**src/core/ctes_pkg.sv**
```systemverilog
// Shared constants and types of the trigger and exposure sequencer
package ctes_pkg;

    // ---------------------------------------------------------------
    // Widths
    // ---------------------------------------------------------------
    localparam int CNT_W = 32;
    localparam int FPE_W = 16;

    // ---------------------------------------------------------------
    // Host configuration encodings
    // ---------------------------------------------------------------
    localparam logic [1:0] EVT_NONE     = 2'h0;
    localparam logic [1:0] EVT_STANDARD = 2'h1;
    localparam logic [1:0] EVT_LEVEL    = 2'h2;
    localparam logic       EDGE_FALLING = 1'h0;
    localparam logic       EDGE_RISING  = 1'h1;

    // ---------------------------------------------------------------
    // Counts and reset values
    // ---------------------------------------------------------------
    localparam logic [FPE_W-1:0] FPE_ZERO      = 16'h0000;
    localparam logic [FPE_W-1:0] FPE_ONE       = 16'h0001;
    localparam logic [CNT_W-1:0] CNT_ZERO      = 32'h00000000;
    localparam logic [CNT_W-1:0] CNT_ONE       = 32'h00000001;
    localparam logic             EDGE_PREV_RST = 1'h1;

    // ---------------------------------------------------------------
    // State and mode types
    // ---------------------------------------------------------------
    typedef enum logic [1:0] {
        S_IDLE    = 2'b00,
        S_EXPOSE  = 2'b01,
        S_READOUT = 2'b10,
        S_WAIT    = 2'b11
    } ctes_state_t;

    typedef enum logic [1:0] {
        MODE_SW     = 2'b00,
        MODE_STREAM = 2'b01,
        MODE_ASYNC  = 2'b10,
        MODE_LEVEL  = 2'b11
    } ctes_mode_t;

endpackage

```
**src/core/ctes_edge.sv**
```systemverilog
// Trigger polarity and edge detection
`timescale 1ns/1ps
`default_nettype none
module ctes_edge (
    // Clock and reset
    input  wire logic clk_sys,
    input  wire logic resetn,
    // Trigger and polarity
    input  wire logic trigger_in,
    input  wire logic external_event_edge_select,
    // Detected events
    output logic      trig_active,
    output logic      trig_assert,
    output logic      trig_deassert
);
    typedef struct packed {
        logic prev;
    } ctes_edge_t;

    ctes_edge_t e_reg;
    ctes_edge_t e_next;

    // Previous level resets as active so a held line gives no false start
    always_comb begin
        trig_active = (external_event_edge_select == ctes_pkg::EDGE_RISING) ?
                      trigger_in : ~trigger_in;
        e_next        = e_reg;
        e_next.prev   = trig_active;
        trig_assert   = trig_active & ~e_reg.prev;
        trig_deassert = ~trig_active & e_reg.prev;
    end

    always_ff @(posedge clk_sys) begin
        if (!resetn) begin
            e_reg.prev <= ctes_pkg::EDGE_PREV_RST;
        end else begin
            e_reg <= e_next;
        end
    end
endmodule
`default_nettype wire

```
**src/core/ctes_timer.sv**
```systemverilog
// Loadable down counter that flags its last cycle
`timescale 1ns/1ps
`default_nettype none
module ctes_timer (
    // Clock and reset
    input  wire logic                      clk_sys,
    input  wire logic                      resetn,
    // Control
    input  wire logic                      load,
    input  wire logic [ctes_pkg::CNT_W-1:0] value,
    // Status
    output logic                           last
);
    typedef struct packed {
        logic [ctes_pkg::CNT_W-1:0] cnt;
    } ctes_timer_t;

    ctes_timer_t t_reg;
    ctes_timer_t t_next;

    // A zero length is stretched to one cycle
    always_comb begin
        t_next = t_reg;
        if (load) begin
            t_next.cnt = (value == ctes_pkg::CNT_ZERO) ? ctes_pkg::CNT_ONE : value;
        end else if (t_reg.cnt != ctes_pkg::CNT_ZERO) begin
            t_next.cnt = t_reg.cnt - ctes_pkg::CNT_ONE;
        end
        last = (t_reg.cnt <= ctes_pkg::CNT_ONE);
    end

    always_ff @(posedge clk_sys) begin
        if (!resetn) begin
            t_reg.cnt <= ctes_pkg::CNT_ZERO;
        end else begin
            t_reg <= t_next;
        end
    end
endmodule
`default_nettype wire

```
**src/core/ctes_seq.sv**
```systemverilog
// Trigger and exposure sequencer: mode decode, frame state machine, strobe
`timescale 1ns/1ps
`default_nettype none
// ---------------------------------------------------------------
// What this block does
// - Streaming, asynchronous and level-timed hardware modes
// - Trigger logic ignores readout rate and gain
// - Streaming trigger starts timed exposure, then readout
// - Streaming repeats at frame interval without triggers
// - Streaming ignores further triggers until halted
// - Async trigger gives one timed exposure, one readout
// - Async ignores triggers during readout
// - Async waits idle for a new trigger
// - Level mode exposes while trigger stays active
// - Level mode ignores trigger edges during readout
// - Exposure output high throughout every exposure
// - Software capture takes exactly frames-per-event frames
// - Standard trigger, count not one: streaming
// - Standard trigger, count one: asynchronous
// - Pulse-driven setting selects level-timed mode
// - Polarity chooses rising or falling start edge
// ---------------------------------------------------------------
module ctes_seq (
    // Clock and reset
    input  wire logic                       clk_sys,
    input  wire logic                       resetn,
    // Host configuration
    input  wire logic [1:0]                 external_event_mode_select,
    input  wire logic                       external_event_edge_select,
    input  wire logic [ctes_pkg::FPE_W-1:0] frames_per_event,
    input  wire logic [ctes_pkg::CNT_W-1:0] exposure_cycles,
    input  wire logic [ctes_pkg::CNT_W-1:0] frame_interval_cycles,
    // Host commands
    input  wire logic                       capture_start,
    input  wire logic                       acquisition_halt,
    // Trigger pin
    input  wire logic                       trigger_in,
    // Readout engine
    input  wire logic                       readout_done,
    output logic                            readout_start,
    // Strobe pin
    output logic                            exposure_active,
    // Status
    output logic                            acquisition_busy,
    output logic                            trigger_ignored,
    output logic [ctes_pkg::FPE_W-1:0]      frame_count,
    output logic [1:0]                      active_mode
);
    typedef struct packed {
        ctes_pkg::ctes_state_t      state;
        ctes_pkg::ctes_mode_t       mode;
        logic [ctes_pkg::FPE_W-1:0] frames_left;
        logic [ctes_pkg::FPE_W-1:0] frame_count;
        logic                       strobe;
        logic                       ro_start;
        logic                       ignored;
    } ctes_seq_t;

    ctes_seq_t            s_reg;
    ctes_seq_t            s_next;
    ctes_pkg::ctes_mode_t cfg_mode;
    logic                 trig_active;
    logic                 trig_assert;
    logic                 trig_deassert;
    logic                 exp_load;
    logic                 exp_last;
    logic                 ivl_last;

    // ---------------------------------------------------------------
    // Trigger edge and timers
    // ---------------------------------------------------------------
    ctes_edge u_edge (
        .clk_sys                    (clk_sys),
        .resetn                     (resetn),
        .trigger_in                 (trigger_in),
        .external_event_edge_select (external_event_edge_select),
        .trig_active                (trig_active),
        .trig_assert                (trig_assert),
        .trig_deassert              (trig_deassert)
    );

    ctes_timer u_exp_timer (
        .clk_sys (clk_sys),
        .resetn  (resetn),
        .load    (exp_load),
        .value   (exposure_cycles),
        .last    (exp_last)
    );

    // Interval runs from exposure start, so readout time falls inside the same period
    ctes_timer u_ivl_timer (
        .clk_sys (clk_sys),
        .resetn  (resetn),
        .load    (exp_load),
        .value   (frame_interval_cycles),
        .last    (ivl_last)
    );

    // ---------------------------------------------------------------
    // Mode decode
    // ---------------------------------------------------------------
    // Readout rate, binning and gain never enter here
    always_comb begin
        if (external_event_mode_select == ctes_pkg::EVT_LEVEL) begin
            cfg_mode = ctes_pkg::MODE_LEVEL;
        end else if (external_event_mode_select == ctes_pkg::EVT_STANDARD) begin
            if (frames_per_event == ctes_pkg::FPE_ONE) begin
                cfg_mode = ctes_pkg::MODE_ASYNC;
            end else begin
                cfg_mode = ctes_pkg::MODE_STREAM;
            end
        end else begin
            cfg_mode = ctes_pkg::MODE_SW;
        end
    end

    // ---------------------------------------------------------------
    // Frame state machine
    // ---------------------------------------------------------------
    always_comb begin
        s_next          = s_reg;
        exp_load        = 1'b0;
        s_next.ro_start = 1'b0;
        s_next.ignored  = 1'b0;
        case (s_reg.state)
            ctes_pkg::S_IDLE: begin
                if (acquisition_halt) begin
                    s_next.state = ctes_pkg::S_IDLE;
                end else if (cfg_mode == ctes_pkg::MODE_SW) begin
                    // Trigger pin plays no part in software capture
                    if (capture_start && frames_per_event != ctes_pkg::FPE_ZERO) begin
                        s_next.state       = ctes_pkg::S_EXPOSE;
                        s_next.mode        = cfg_mode;
                        s_next.frames_left = frames_per_event;
                        s_next.frame_count = ctes_pkg::FPE_ZERO;
                        exp_load           = 1'b1;
                    end
                end else if (trig_assert) begin
                    s_next.state       = ctes_pkg::S_EXPOSE;
                    s_next.mode        = cfg_mode;
                    s_next.frame_count = ctes_pkg::FPE_ZERO;
                    exp_load           = 1'b1;
                end
            end
            ctes_pkg::S_EXPOSE: begin
                s_next.ignored = trig_assert;
                if (acquisition_halt) begin
                    s_next.state = ctes_pkg::S_IDLE;
                end else if (s_reg.mode == ctes_pkg::MODE_LEVEL) begin
                    if (trig_deassert) begin
                        s_next.state       = ctes_pkg::S_READOUT;
                        s_next.ro_start    = 1'b1;
                        s_next.frame_count = s_reg.frame_count + ctes_pkg::FPE_ONE;
                    end
                end else if (exp_last) begin
                    s_next.state       = ctes_pkg::S_READOUT;
                    s_next.ro_start    = 1'b1;
                    s_next.frame_count = s_reg.frame_count + ctes_pkg::FPE_ONE;
                end
            end
            ctes_pkg::S_READOUT: begin
                // Edges seen here are dropped, never queued
                s_next.ignored = trig_assert;
                if (acquisition_halt) begin
                    s_next.state = ctes_pkg::S_IDLE;
                end else if (readout_done) begin
                    case (s_reg.mode)
                        ctes_pkg::MODE_STREAM: begin
                            s_next.state = ctes_pkg::S_WAIT;
                        end
                        ctes_pkg::MODE_SW: begin
                            if (s_reg.frames_left == ctes_pkg::FPE_ONE) begin
                                s_next.state = ctes_pkg::S_IDLE;
                            end else begin
                                s_next.state       = ctes_pkg::S_WAIT;
                                s_next.frames_left = s_reg.frames_left - ctes_pkg::FPE_ONE;
                            end
                        end
                        default: begin
                            s_next.state = ctes_pkg::S_IDLE;
                        end
                    endcase
                end
            end
            ctes_pkg::S_WAIT: begin
                s_next.ignored = trig_assert;
                if (acquisition_halt) begin
                    s_next.state = ctes_pkg::S_IDLE;
                end else if (ivl_last) begin
                    s_next.state = ctes_pkg::S_EXPOSE;
                    exp_load     = 1'b1;
                end
            end
            default: begin
                s_next.state = ctes_pkg::S_IDLE;
            end
        endcase
        s_next.strobe = (s_next.state == ctes_pkg::S_EXPOSE);
    end

    always_ff @(posedge clk_sys) begin
        if (!resetn) begin
            s_reg.state       <= ctes_pkg::S_IDLE;
            s_reg.mode        <= ctes_pkg::MODE_SW;
            s_reg.frames_left <= ctes_pkg::FPE_ZERO;
            s_reg.frame_count <= ctes_pkg::FPE_ZERO;
            s_reg.strobe      <= 1'b0;
            s_reg.ro_start    <= 1'b0;
            s_reg.ignored     <= 1'b0;
        end else begin
            s_reg <= s_next;
        end
    end

    // ---------------------------------------------------------------
    // Outputs
    // ---------------------------------------------------------------
    assign exposure_active  = s_reg.strobe;
    assign readout_start    = s_reg.ro_start;
    assign trigger_ignored  = s_reg.ignored;
    assign frame_count      = s_reg.frame_count;
    assign active_mode      = s_reg.mode;
    assign acquisition_busy = (s_reg.state != ctes_pkg::S_IDLE);

    // ---------------------------------------------------------------
    // Checks
    // ---------------------------------------------------------------
    logic [ctes_pkg::CNT_W-1:0] chk_exp_len;
    logic [ctes_pkg::CNT_W-1:0] chk_exp_want;
    logic [ctes_pkg::FPE_W-1:0] chk_fpe;

    always_ff @(posedge clk_sys) begin
        if (!resetn) begin
            chk_exp_len  <= ctes_pkg::CNT_ZERO;
            chk_exp_want <= ctes_pkg::CNT_ONE;
            chk_fpe      <= ctes_pkg::FPE_ZERO;
        end else if (exp_load) begin
            chk_exp_len  <= ctes_pkg::CNT_ONE;
            chk_exp_want <= (exposure_cycles == ctes_pkg::CNT_ZERO) ?
                            ctes_pkg::CNT_ONE : exposure_cycles;
            if (s_reg.state == ctes_pkg::S_IDLE) begin
                chk_fpe <= frames_per_event;
            end
        end else if (s_reg.state == ctes_pkg::S_EXPOSE) begin
            chk_exp_len <= chk_exp_len + ctes_pkg::CNT_ONE;
        end
    end
endmodule
`default_nettype wire

```
**config.mk**
```make
export PLATFORM = sky130hd
export DESIGN_NAME = ctes_seq
export DESIGN_NICKNAME = d
export VERILOG_FILES = /design/src/core/ctes_pkg.sv /design/src/core/ctes_edge.sv /design/src/core/ctes_timer.sv /design/src/core/ctes_seq.sv
export SDC_FILE = /design/constraint.sdc
export NUM_CORES = 1
export LEC_CHECK = 0
export ABC_AREA = 1
export BUFFER_PORTS_ARGS = -buffer_cell sky130_fd_sc_hd__buf_2
export CAP_MARGIN = 20
export CORE_AREA = 2 2 130 132
export DETAILED_ROUTE_END_ITERATION = 12
export DIE_AREA = 0 0 132 134
export GPL_ROUTABILITY_DRIVEN = 0
export PLACE_DENSITY_LB_ADDON = 0.12
export SYNTH_ARGS = -nofsm -noshare
export SYNTH_HDL_FRONTEND = slang
export SYNTH_SLANG_ARGS = --single-unit
export TNS_END_PERCENT = 5
```
**constraint.sdc**
```tcl
create_clock -name clk_sys -period 2.12 [get_ports clk_sys]
set_input_delay 0.424 -clock clk_sys [delete_from_list [all_inputs] [get_ports clk_sys]]
set_output_delay 0.424 -clock clk_sys [all_outputs]
set_load 0.005 [all_outputs]
```
Yosys cells after proc, flatten, opt, wreduce, memory -nomap -nowiden
Index checks and enable logic that the tools add are counted. W data, S select, Z words.

Bits in registers: 104. Latch bits: 0. Memory bits (writable): 0. Bits in read-only memories: 0. Input port bits: 89. Logic and storage cells: 117. Memories kept: 0.

$add $sub $neg: 4. $mul: 0. Div/mod/pow operators: 0. $lt $le $gt $ge: 2. Equal/unequal tests: 23. Shifts and indexed selects: 0. Mux-type cells: 49. Bitwise operators: 8. Reduce and logical (&&, ||, !) cells: 21.

Operators by type and width (count): $mux W32 (7); $mux W16 (11); $le A32 B1 Y1 const B (2); $logic_not A32 Y1 (2); $pmux W16 S2 (2); $reduce_bool A32 Y1 (2); $sub A32 B1 Y32 const B (2); $mux W36 (1); $eq A16 B1 Y1 const B (2); $mux W2 (13); $add A16 B1 Y16 const B (1); $reduce_bool A16 Y1 (1); $sub A16 B1 Y16 const B (1); $ne A2 B2 Y1 const B (7); $ne A3 B3 Y1 const B (4); $reduce_bool A2 Y1 (6); $mux W1 (10); $eq A2 B1 Y1 const B (4); $eq A2 B2 Y1 const B (4); $mux W4 (2); $pmux W2 S4 (1); $reduce_and A8 Y1 (1); $reduce_and A7 Y1 (1); $logic_not A2 Y1 (3); other kinds (9) (17).

Depth between registers and ports, before layout
Gate-level depths: netlist of run 1.

Depth after elaboration: 9. Mapped depth: 14. Depth with buffers taken out: 14.

Modules after synthesis
From an unflattened synthesis of run 1, not the netlist that was laid out.

Cells, all modules: 1392. Area, all modules: 8232.9 um^2.

By module, submodules not included: ctes_seq (times used 1, cells each 485, area an instance 3026.7 um^2); ctes_timer at u_exp_timer (times used 1, cells each 443, area an instance 2577.5 um^2); ctes_timer at u_ivl_timer (times used 1, cells each 451, area an instance 2551.2 um^2); ctes_edge (times used 1, cells each 13, area an instance 77.6 um^2).

Least setup slack after synthesis of run 1
No wires, ideal clock.

Kind: flip-flop to flip-flop. From: reg s_reg[38] (netlist bit). To: reg s_reg[19] (netlist bit). Library setup time: 0.121 ns. Arrival: 1.768 ns. Required time: 1.999 ns. Slack: 0.231 ns. Stages on the path, launching flop included: 12. Path buffers: 2. Path through: dfxtp_1 inv_1 ha_1 buf_4 inv_2 nor2_1 nor2_1 a21oi_2 nand2_2 buf_2 o21ai_0 a21oi_1.

Longest elaborated chain between the ends: 3.

RTL lines: from (decl) (line ctes_seq.sv:59) `ctes_seq_t s_reg;`; from (signal assigned) (line ctes_seq.sv:211) `s_reg <= s_next;`; $eq A2 B2 Y1 or $logic_not A2 Y1 (tied branches) (line ctes_seq.sv:125) `case (s_reg.state)`; $ne A2 B1 Y1 (no source line), or another cell as far along; $reduce_and A8 Y1 (no source line).

Parallel ways exist; a longest one is shown, timed or not. A chain may end at the register's enable or synchronous reset.

Worst setup path after layout of run 1
From: reg u_ivl_timer.t_reg[1] (netlist bit). To: reg u_ivl_timer.t_reg[20] (netlist bit).

Longest elaborated chain between the ends: 5.

RTL lines: from (decl) (line ctes_timer.sv:18) `ctes_timer_t t_reg;`; from (signal assigned) (line ctes_timer.sv:36) `t_reg <= t_next;`; $le A32 B1 Y1 (line ctes_timer.sv:29) `last = (t_reg.cnt <= ctes_pkg::CNT_ONE);`; $mux W1 (line ctes_seq.sv:189) `end else if (ivl_last) begin`; $mux W1 (line ctes_seq.sv:187) `if (acquisition_halt) begin`; $pmux W1 S2 (line ctes_seq.sv:125); $mux W32 or $reduce_bool A2 Y1 (tied branches).

Parallel ways exist; a longest one is shown, timed or not. The select of a mux whose other input is x is not followed.

==> impl_summary.log, run 1 <==
INFO  metric grt_max_degree = 41
INFO  metric end_kind = register
INFO  metric synth.cell_area = 7180 um^2
INFO  metric layout_common_cells = nand2_1 (218), nor2_1 (193), buf_2 (110)
INFO  metric top_achievable_clock_speed = slightly above 0.5 GHz
INFO  metric synth_top_family_by_area = simple AND/OR/NAND/NOR gates
INFO  metric path_buf_inv = 1
INFO  metric cap_viol_max_count = 0
INFO  metric postSynthAreaPerCell = roughly 6.4 um^2
INFO  metric critical_path.cell_chain = inv_1 -> ha_1 -> nand2_1 -> nor2_1 -> nand4_1 -> o21ai_1 -> o21ai_0 -> a21oi_1 -> nor3_2
INFO  metric floorplan.core_area = 16300 um^2
INFO  metric cts-root-to-sink-buffers = 2
INFO  metric period_share = between 90% and 100%
INFO  metric crit_fanout = 5
INFO  metric cts-htree-levels = 3
INFO  metric hold_violations_final = 0
INFO  metric internal_power = 4.51 mW
INFO  metric clk_root_buffer_cell = clkbuf_16
INFO  metric status = completed
INFO  metric critPathSlowestCell = dfxtp_1
INFO  metric synth.yosys.seq_area_share = a little under 30%
INFO  metric worstSkewPairLatency = between 0.3 and 0.4 ns
INFO  metric fillcell_total = 1698
INFO  metric synthDominantCellAreaShare = 29.0%
INFO  metric synthesis.nets = between 1000 and 1500
INFO  metric finClkSkew = between 0.009 and 0.01 ns
INFO  metric syn2layout_area_growth = 17.7%
INFO  metric synth-seq-cells = 104
INFO  metric post_drt_wl_per_cell = 13.8 um
INFO  metric synth_compound_area_share = 13.4%
INFO  metric detailedRoute.firstIterationViolations = 519
INFO  metric synth-simple-area-share = 37.9%
INFO  metric grt_util_all_layers = between 20% and 30%
INFO  metric clock_sink_count = 104
INFO  metric grt_pass1_wl = 33.5 mm
INFO  metric worst_case_headroom_to_the_max_slew_limit = 51.0%
INFO  metric initial_core_util = 44.1%
INFO  metric total_die_area = 17700 um^2
INFO  metric floorplan.rows = 47
INFO  metric power.switching = about 3.0 mW
INFO  metric io-pin-count = 111
INFO  metric switching_power_share_of_the_total = between 40% and 50%
INFO  metric grt_setup_unrepaired = yes
INFO  metric power.sequential.fraction = approximately 34%
INFO  metric clk_pin_slew = 0.07 ns
INFO  metric timing.critical_path.from_type = register
INFO  metric worstPathRequired = 2.36 ns
INFO  metric cts_buffers = 9
INFO  metric globalRoute.totalOverflow = 0
INFO  metric finalWorstPathRequiredPeriod = 1.96 ns
INFO  metric synth_cell_types = 46
INFO  metric total_detailed_routing_wirelength = just over 20 mm
INFO  metric syn-instance-count = roughly 1100
INFO  metric critPathArrivalTime = approximately 2.2 ns
INFO  metric dp_hpwl = 15.3 mm
INFO  metric antenna_cells_inserted = 0
INFO  metric critPathTopFamily = simple AND/OR/NAND/NOR gates
INFO  metric drive_gt1_share = between 10% and 20%
INFO  metric warnings_from_yosys = 0
INFO  metric ys_top_cells_by_area = dfxtp_1 (29%), nand2_1 (11%), nor2_1 (10%)
INFO  metric vias_per_cell = 5.11
INFO  metric post_synth_mux_area_share = 0%
INFO  metric yosys.area_share.xor_xnor = 7.44%
INFO  metric via_count_of_the_first_global_routing_pass = between 6000 and 7000
INFO  metric chipWidth = 132 um
INFO  metric ir_worst_vdd = 0.520 mV
INFO  metric tightestPinTransition = between 0.7 and 0.8 ns
INFO  metric p_comb_share = a little over two fifths
INFO  metric final_common_cell = nand2_1
INFO  metric holdCritPathClass = input port to register
INFO  metric io_buffer_count = 110
INFO  metric antenna_violating_nets_post_route = 0
INFO  metric timing_max_transition_violations_final = 0
INFO  metric cts_tree = done
INFO  metric power.share.clock = roughly 23%
INFO  metric netlist.top_cell.by_area = dfxtp_1
INFO  metric antenna_found_initial = 0
INFO  metric final_core_util = 51.8%
INFO  metric vias = approximately 7500
INFO  metric chip_height = 134 um
INFO  metric critical_path_class = register to register
INFO  metric net_total_in_the_final_layout = 1338
INFO  metric finalSetupViolations = 0
INFO  metric synthAdderAreaFrac = between 2 and 2.5%
INFO  metric max_incr_delay_on_cp = 0.33 ns
INFO  metric power.density_cell_area = around 890 nW/um^2
INFO  metric post-route-drc-count = 0
INFO  metric power_leakage = 3.82 nW
INFO  metric dr.pass1.iters = 5
INFO  metric power_after_layout = around 7.5 mW
[synthesized netlist by cell type (all sizes together)]
cell / n
nand2: 224
and2: 1
xor2: 40
buf: 34
xnor2: 21
a2111oi: 1
a22o: 2
dfxtp: 104
nor2: 209
and3: 1
a21o: 1
a32o: 1
o21ai: 85
nand3b: 2
nand3: 87
ha: 13
inv: 98
o211ai: 6
nor3b: 3
o21a: 2
nor3: 24
clkbuf: 22
or2: 4
nand4: 34
nor4: 20
a31oi: 2
a21oi: 76
clkinv: 1
a211oi: 2
[kinds of logic (layout without fill, tap and decap cells)]
logic type,Yosys count,after routing
and+or+nand+nor,609,609
AOI/OAI and AO/OA,178,178
buffers and inverters,155,274
DFF,104,104
xor gates and xnor gates,61,61
adders and majority gates,13,13
[power groups by stage]
| stage | clock network [mW] | registers (mW) | logic (mW) |
|---|---|---|---|
| 2_1_floorplan | 0 | 2.51 | 2.35 |
| 3_3_place_gp | 0 | 2.56 | 3.18 |
| 3_5_place_dp | 0 | 2.56 | 3.19 |
| 6_report | 1.75 | 2.52 | 3.26 |
| 5_1_grt | 1.86 | 2.57 | 3.72 |
| 4_1_cts | 1.79 | 2.52 | 3.22 |
[stage by stage]
| stage | TNS (ns) | std cells | hold WS, ns | cell area, um^2 | worst slack [ns] |
|---|---|---|---|---|---|
| detailed placement | 0 | 1443 | 0.456 | 8120 | 0.0248 |
| global route | -0.0376 | 1459 | 0.318 | 8440 | -0.0185 |
| finish | 0 | 1459 | 0.319 | 8440 | 0.157 |
| CTS | 0 | 1457 | 0.307 | 8410 | 0.134 |
| global placement | 0 | 1443 | 0.450 | 8120 | 0.0429 |
| floorplan | 0 | 1120 | 0.440 | 7180 | 0.231 |
[area by class of cell]
cell class,instances,area (um^2),share of cell area (%)
inverter,99,373,4.42
clock buffer,11,253,2.99
timing repair buffer,161,1020,12.1
multi-input combinational,861,4400,52.1
sequential,104,2080,24.7
tap,220,275,3.26
clock inverter,3,42.5,0.504
[path summary, 6_finish.rpt]
path,from,end,slack (ns),cells after the start
hold reg to reg,s_reg[27]$_SDFFE_PN0P_,s_reg[27]$_SDFFE_PN0P_,0.47,2
setup reg to reg,u_ivl_timer.t_reg[1]$_SDFFE_PN0P_,u_ivl_timer.t_reg[20]$_SDFFE_PN0P_,0.16,9
hold / removal,frame_interval_cycles[30],u_ivl_timer.t_reg[30]$_SDFFE_PN0P_,0.32,3
setup / recovery,u_ivl_timer.t_reg[1]$_SDFFE_PN0P_,u_ivl_timer.t_reg[20]$_SDFFE_PN0P_,0.16,9
[per-layer routing]
metal / up-vias / global-route usage (%) / wire [um]
met1: 3382 / 30.8 / 9710
met2: 155 / 39.3 / 9390
li1: 3899 / - / -
met3: 16 / 4.20 / 835
met4: 0 / 4.71 / 184
met5: - / 0 / 0
[tightest hold or removal path: cells and delay by family]
kind | cells | cell delay, ns
and+or+nand+nor | 1 | 0.07
buffers and inverters | 1 | 0.09
AOI/OAI and AO/OA | 1 | 0.06
[what timing repair did]
item	in CTS	in global routing
gates resized for setup	0	5
hold buffers	0	0
setup buffers	0	2
setup endpoints to repair	0	20
No activity file was read; power rests on OpenSTA's default activity.
==> inputs of run 2 (changes only) <==
Settings changed: CORE_AREA 2 2 130 132 to 2 2 139 141, DIE_AREA 0 0 132 134 to 0 0 141 143, GPL_TIMING_DRIVEN set to 1, SYNTH_HIERARCHICAL set to 1.
==> impl_summary.log, run 2 <==
INFO  metric status = finished, violations left
INFO  metric failed_checks = setup timing
INFO  metric total_detailed_routing_wirelength = 26.0 mm
INFO  metric endpoint = u_ivl_timer/t_reg[11]$_SDFFE_PN0P_
INFO  metric cts_tree = done
INFO  metric worstSkewPairLatency = 0.36 ns
INFO  metric antenna_violating_nets_post_route = 0
INFO  metric clock_sink_count = 104
INFO  metric synth.cell_area = 8230 um^2
INFO  metric finClkSkew = 0.0139 ns
INFO  metric p_comb_share = around 58%
INFO  metric dpl_cell_area = 10100 um^2
INFO  metric postLayoutSetupSlackWorst = -0.0341 ns
INFO  metric cts-root-to-sink-buffers = 2
INFO  metric yosys.cell_count.top_type = nand2_1
INFO  metric power_after_layout = ~10 mW
INFO  metric holdCritPathClass = input port to register
INFO  metric critical_path_class = register to register
INFO  metric timing_max_transition_violations_final = 0
INFO  metric post-route-drc-count = 0
INFO  metric cts-htree-levels = 3
INFO  metric fillcell_total = 1858
INFO  metric syn-instance-count = 1392
INFO  metric chip_height = around 140 um
INFO  metric r2r_cells = 14
INFO  metric cap_viol_max_count = 0
INFO  metric total_die_area = just over 20000 um^2
INFO  metric final_design_area_no_fill = 11100 um^2
INFO  metric io_buffer_count = 110
INFO  metric grt_max_degree = 24
INFO  metric crit_fanout = 8
INFO  metric ys_top_cells_by_area = dfxtp_1 (25%), nand2_1 (18%), nor2_1 (13%)
INFO  metric floorplan.rows = 50
INFO  metric cts_buffers = 9
INFO  metric worst_case_headroom_to_the_max_slew_limit = 70.3%
INFO  metric synthTopCellsByCount = nand2_1 (389), nor2_1 (288), inv_1 (134)
INFO  metric chipWidth = 141 um
INFO  metric power_leakage = about 5.6 nW
INFO  metric floorplan.core_area = 18600 um^2
INFO  metric ir_worst_vdd = 0.527 mV
INFO  metric timing.hold.ws = ~0.30 ns
INFO  metric synthDominantCellAreaShare = 25.3%
INFO  metric end_kind = register
INFO  metric synth_enable_flop_cells = 0
INFO  metric period_share = 102%
INFO  metric critPathArrivalTime = around 2.5 ns
INFO  metric hold_violations_final = 0
INFO  metric top_achievable_clock_speed = 0.464 GHz
INFO  metric power.sequential.fraction = 24.8%
INFO  metric detailedRoute.firstIterationViolations = 697
INFO  metric final_common_cell = nand2_1
INFO  metric net_total_in_the_final_layout = 1754
INFO  metric timing.critical_path.from_type = register
INFO  metric tightestPinTransition = 0.442 ns
INFO  metric reg2reg_setup_slack = -0.03 ns
INFO  metric dp_hpwl = 19.8 mm
INFO  metric layout_common_cells = nand2_1 (378), nor2_1 (254), buf_4 (160)
INFO  metric post_drt_wl_per_cell = 13.7 um
INFO  metric vias_per_cell = 5.00
INFO  metric via_count_of_the_first_global_routing_pass = 8607
INFO  metric crit-reg2reg-capture = u_ivl_timer/t_reg[11]$_SDFFE_PN0P_
INFO  metric finalWorstPathRequiredPeriod = 2.15 ns
INFO  metric grt_setup_unrepaired = yes
INFO  metric internal_power = 5.64 mW
INFO  metric worstPathRequired = 2.41 ns
INFO  metric final.setup.tns = -0.112 ns
INFO  metric synth_cell_types = 38
INFO  metric reg2reg_from = u_ivl_timer/t_reg[15]$_SDFFE_PN0P_
INFO  metric power.share.clock = 17.2%
INFO  metric power.switching = 4.62 mW
INFO  metric synth.yosys.seq_area_share = 25.3%
INFO  metric netlist.top_cell.by_area = dfxtp_1
INFO  metric power.density_cell_area = 920 nW/um^2
INFO  metric clk_pin_slew = 0.08 ns
INFO  metric synth-seq-cells = 104
INFO  metric finalSetupViolations = 9
INFO  metric postSynthAreaPerCell = 5.91 um^2
INFO  metric timing.critical_path.from = u_ivl_timer/t_reg[15]$_SDFFE_PN0P_
INFO  metric dr.pass1.iters = 5
INFO  metric drive_gt1_share = 31.2%
INFO  metric io-pin-count = 111
INFO  metric initial_core_util = 44.3%
INFO  metric grt_util_all_layers = 25.4%
INFO  metric switching_power_share_of_the_total = between 40% and 50%
INFO  metric grt_pass1_wl = 41.3 mm
INFO  metric synthesis.nets = 1492
INFO  metric vias = approximately 9500
INFO  metric warnings_from_yosys = 6
INFO  metric async_flop_share = 0%
INFO  metric globalRoute.totalOverflow = 0
INFO  metric synth_ff_type = dfxtp_1
INFO  metric clk_root_buffer_cell = clkbuf_16
INFO  metric antenna_cells_inserted = 0
INFO  metric antenna_found_initial = 0
INFO  metric syn2layout_area_growth = 35.4%
run 2: changes by cell type after synthesis, sizes merged, moves of 13 or more:
cell,before,now
nand3,87,128
nand2,224,425
xnor2,21,7
nor3,24,11
nor2,209,329
a21oi,76,50
xor2,40,17
inv,98,149
o21ai,85,67
nor4,20,2
run 2: area by class of cell:
cell class | instances | area (um^2) | share of cell area [%]
inverters | 149 | 567 | 5.09
well taps | 234 | 293 | 2.63
clock inverters | 6 | 68.8 | 0.617
flip-flops and latches | 104 | 2090 | 18.8
multi-input cells | 1091 | 5670 | 50.9
repair buffers | 299 | 2230 | 20.0
clock buffers | 10 | 229 | 2.05
run 2: power groups by stage:
| stage | registers [mW] | logic, mW | clock network [mW] |
|---|---|---|---|
| 2_1_floorplan | 2.57 | 3.41 | 0 |
| 3_3_place_gp | 2.53 | 5.35 | 0 |
| 3_5_place_dp | 2.54 | 5.37 | 0 |
| 4_1_cts | 2.52 | 5.58 | 1.79 |
| 5_1_grt | 2.59 | 6.55 | 1.87 |
| 6_report | 2.55 | 5.95 | 1.76 |
run 2: cells by family (layout without fill, tap and decap cells):
kind of cell    after synthesis  in the layout  share of synthesized area [%]
buf+inv                     198            464                           10.7
xor+xnor                     24             24                           2.55
simple gates                927            928                           50.7
fa+ha+maj                    11             11                           1.67
flops                       104            104                           25.3
compound gates              128            128                           9.09
run 2: metal layers:
metal | track usage [%] | share of wire (%)
met1 | 34.1 | 46
met2 | 43.2 | 46
met3 | 2.38 | 4.8
met4 | 8.53 | 2.6
met5 | 0 | 0
run 2: critical path, cell delays in order (launching register included):
cell	delay, ns
dfxtp_2	0.34
nor2_4	0.13
nand2_4	0.08
nor2_8	0.12
nand2_4	0.07
nor3_4	0.20
nand3_2	0.13
a21oi_4	0.23
buf_6	0.15
inv_4	0.05
nand3_4	0.10
nor2_4	0.07
nor2_4	0.22
nand2_1	0.12
o21ai_2	0.06
run 2: what timing repair did:
action | in CTS | in global routing
hold buffers | 0 | 0
gates cloned | 2 | 4
setup endpoints to repair | 82 | 83
buffers inserted | 11 | 8
gates resized for setup | 50 | 96
pin swaps | 24 | 29
run 2: how the worst min path moves through the flow:
stage                                                   from                            endpoint  slack [ns]  depth (start not counted)
after floorplan           u_ivl_timer/t_reg[19]$_SDFFE_PN0P_  u_ivl_timer/t_reg[19]$_SDFFE_PN0P_        0.46                          2
after global placement    u_exp_timer/t_reg[12]$_SDFFE_PN0P_  u_exp_timer/t_reg[12]$_SDFFE_PN0P_        0.49                          2
after detailed placement              s_reg[20]$_SDFFE_PN0P_              s_reg[20]$_SDFFE_PN0P_        0.50                          2
after CTS                                 exposure_cycles[6]   u_exp_timer/t_reg[6]$_SDFFE_PN0P_        0.30                          3
after global routing                      exposure_cycles[2]   u_exp_timer/t_reg[2]$_SDFFE_PN0P_        0.31                          3
final                                     exposure_cycles[6]   u_exp_timer/t_reg[6]$_SDFFE_PN0P_        0.30                          3
run 2: through the flow:
step | worst slack [ns] | util (%) | instances
2_1_floorplan | -0.00241 | - | 1392
3_3_place_gp | -0.245 | 54.2 | 1853
3_5_place_dp | -0.251 | 54.2 | 1853
4_1_cts | -0.0422 | 57.4 | 1882
5_1_grt | -0.162 | 60.0 | 1893
6_report | -0.0341 | 60.0 | 1893
==> inputs of run 3 (changes only) <==
Settings changed: CORE_AREA 2 2 139 141 to 2 2 182 95, DIE_AREA 0 0 141 143 to 0 0 184 97, SYNTH_HIERARCHICAL 1 to not set.
==> impl_summary.log, run 3 (synthesis gave the netlist of run 1 again) <==
INFO  metric cts_tree = done
INFO  metric timing.hold.ws = 0.315 ns
INFO  metric highest_layer = met4
INFO  metric antenna_cells_inserted = 0
INFO  metric wl_met2 = roughly 7.7 mm
INFO  metric final_common_cell = nand2_1
INFO  metric switching_power_share_of_the_total = 40.8%
INFO  metric met3WireLength = 1.87 mm
INFO  metric power.sequential.fraction = 32.9%
INFO  metric grt_pass1_wl = around 35 mm
INFO  metric cts-htree-levels = 3
INFO  metric period_share = 91.7%
INFO  metric non_filler_cells_final = 1448
INFO  metric cts_buffers = 9
INFO  metric postCtsSetupBuffers = 0
INFO  metric io-pin-count = 111
INFO  metric timing_max_transition_violations_final = 0
INFO  metric end_kind = register
INFO  metric via_count_of_the_first_global_routing_pass = 6612
INFO  metric finalWorstPathRequiredPeriod = between 1.5 and 2 ns
INFO  metric layout_common_cells = nand2_1 (217), nor2_1 (187), buf_2 (110)
INFO  metric power_after_layout = 7.76 mW
INFO  metric final.setup.tns = 0 ns
INFO  metric worstSkewPairLatency = 0.36 ns
INFO  metric globalRoute.totalOverflow = 0
INFO  metric power.density_cell_area = 916 nW/um^2
INFO  metric fillcell_total = 1685
INFO  metric clk_root_buffer_cell = clkbuf_16
INFO  metric timing.critical_path.from_type = register
INFO  metric floorplan.rows = 33
INFO  metric vias_per_cell = between 5 and 6
INFO  metric power.switching = roughly 3.2 mW
INFO  metric cts-root-to-sink-buffers = 2
INFO  metric dr.pass1.iters = 5
INFO  metric power_leakage = 3.81 nW
INFO  metric post-place-ws = -0.00116 ns
INFO  metric vias = 7538
INFO  metric worst_case_headroom_to_the_max_slew_limit = 67.9%
INFO  metric crit_fanout = 19
INFO  metric drive_gt1_share = 18.7%
INFO  metric chipWidth = 184 um
INFO  metric antenna_violating_nets_post_route = 0
INFO  metric critPathArrivalTime = 2.22 ns
INFO  metric total_die_area = 17800 um^2
INFO  metric detailedRoute.firstIterationViolations = 672
INFO  metric total_detailed_routing_wirelength = 21.5 mm
INFO  metric grt_util_all_layers = 24.4%
INFO  metric postLayoutSetupSlackWorst = 0.177 ns
INFO  metric internal_power = 4.59 mW
INFO  metric post-route-drc-count = 0
INFO  metric ir_worst_vdd = 0.443 mV
INFO  metric post_drt_wl_per_cell = 14.8 um
INFO  metric count_of_placed_standard_cells_including_taps = 1432
INFO  metric dp_hpwl = 16.7 mm
INFO  metric syn2layout_area_growth = 18.0%
INFO  metric initial_core_util = 44.6%
INFO  metric grt_setup_unrepaired = yes
INFO  metric io_buffer_count = 110
INFO  metric net_total_in_the_final_layout = 1335
INFO  metric tightestPinTransition = 0.478 ns
INFO  metric clock_sink_count = 104
INFO  metric grt_max_degree = 37
INFO  metric clk_pin_slew = 0.07 ns
INFO  metric cap_viol_max_count = 0
INFO  metric antenna_found_initial = 0
INFO  metric chip_height = 97 um
INFO  metric p_comb_share = 42.9%
INFO  metric critical_path_class = register to register
INFO  metric top_achievable_clock_speed = 0.515 GHz
INFO  metric finalSetupViolations = 0
INFO  metric worstPathRequired = 2.39 ns
INFO  metric floorplan.core_area = 16100 um^2
INFO  metric hold_violations_final = 0
INFO  metric holdCritPathClass = input port to register
INFO  metric finClkSkew = 0.00863 ns
INFO  metric wl_met1 = roughly 12 mm
INFO  metric power.share.clock = 24.1%
INFO  metric status = completed
## run 3: changes by cell type in the layout (fill, tap and decap cells not counted), moves of 25 or more
| cell | delta |
|---|---|
| nand2_2 | -25 |
| o21ai_0 | +30 |
| a21oi_1 | +46 |
| nor2_1 | -67 |
| buf_4 | -118 |
| nand3_1 | -36 |
| nand2_1 | -161 |
| inv_1 | -42 |
| nor2_4 | -25 |
## run 3: stage by stage
stage | area, um^2 | util (%)
after CTS | 8410 | 52.2
after global placement | 8080 | 50.2
after floorplan | 7180 | -
final | 8470 | 52.6
after global routing | 8470 | 52.6
after detailed placement | 8080 | 50.2
## run 3: worst paths after layout
path / from / end / slack, ns / cells after the start
max: u_ivl_timer.t_reg[11]$_SDFFE_PN0P_ / u_exp_timer.t_reg[12]$_SDFFE_PN0P_ / 0.18 / 12
min: exposure_cycles[28] / u_exp_timer.t_reg[28]$_SDFFE_PN0P_ / 0.32 / 3
max reg2reg: u_ivl_timer.t_reg[11]$_SDFFE_PN0P_ / u_exp_timer.t_reg[12]$_SDFFE_PN0P_ / 0.18 / 12
min reg2reg: s_reg[27]$_SDFFE_PN0P_ / s_reg[27]$_SDFFE_PN0P_ / 0.46 / 2
## run 3: routing by layer
| metal | GRT usage (%) | vias up |
|---|---|---|
| li1 | - | 3890 |
| met1 | 41.1 | 3386 |
| met2 | 29.8 | 248 |
| met3 | 5.80 | 14 |
| met4 | 3.94 | 0 |
| met5 | 0 | - |
## run 3: layout make-up
type | count | area (um^2) | share of cell area (%)
repair buffers | 158 | 986 | 11.6
flip-flops and latches | 104 | 2080 | 24.6
clock buffers | 9 | 225 | 2.66
inverters | 99 | 373 | 4.40
well taps | 210 | 263 | 3.10
clock inverters | 7 | 103 | 1.21
multi-input cells | 861 | 4440 | 52.4
## run 3: power by group through the flow
stage	logic, mW	registers [mW]	clock network, mW
after global routing	3.76	2.59	2.01
after global placement	3.20	2.59	0
after CTS	3.24	2.53	1.93
final	3.33	2.56	1.87
after floorplan	2.35	2.51	0
after detailed placement	3.22	2.57	0
## run 3: critical path: stages (launching register included)
cell and delay, ns:
dfxtp_1 0.35, nor2_1 0.15, nand2_1 0.15, nor2_4 0.13, nand2_2 0.07, nor2_4 0.15, nand3_4 0.13, nand2_2 0.11
nand2_4 0.14, buf_12 0.19, nand2_1 0.07, o21ai_0 0.08, nor3_1 0.14
## run 3: what timing repair did
action / 4_1_cts / 5_1_grt
hold buffers: 0 / 0
endpoints found under the setup margin: 0 / 71
resized for setup: 0 / 17
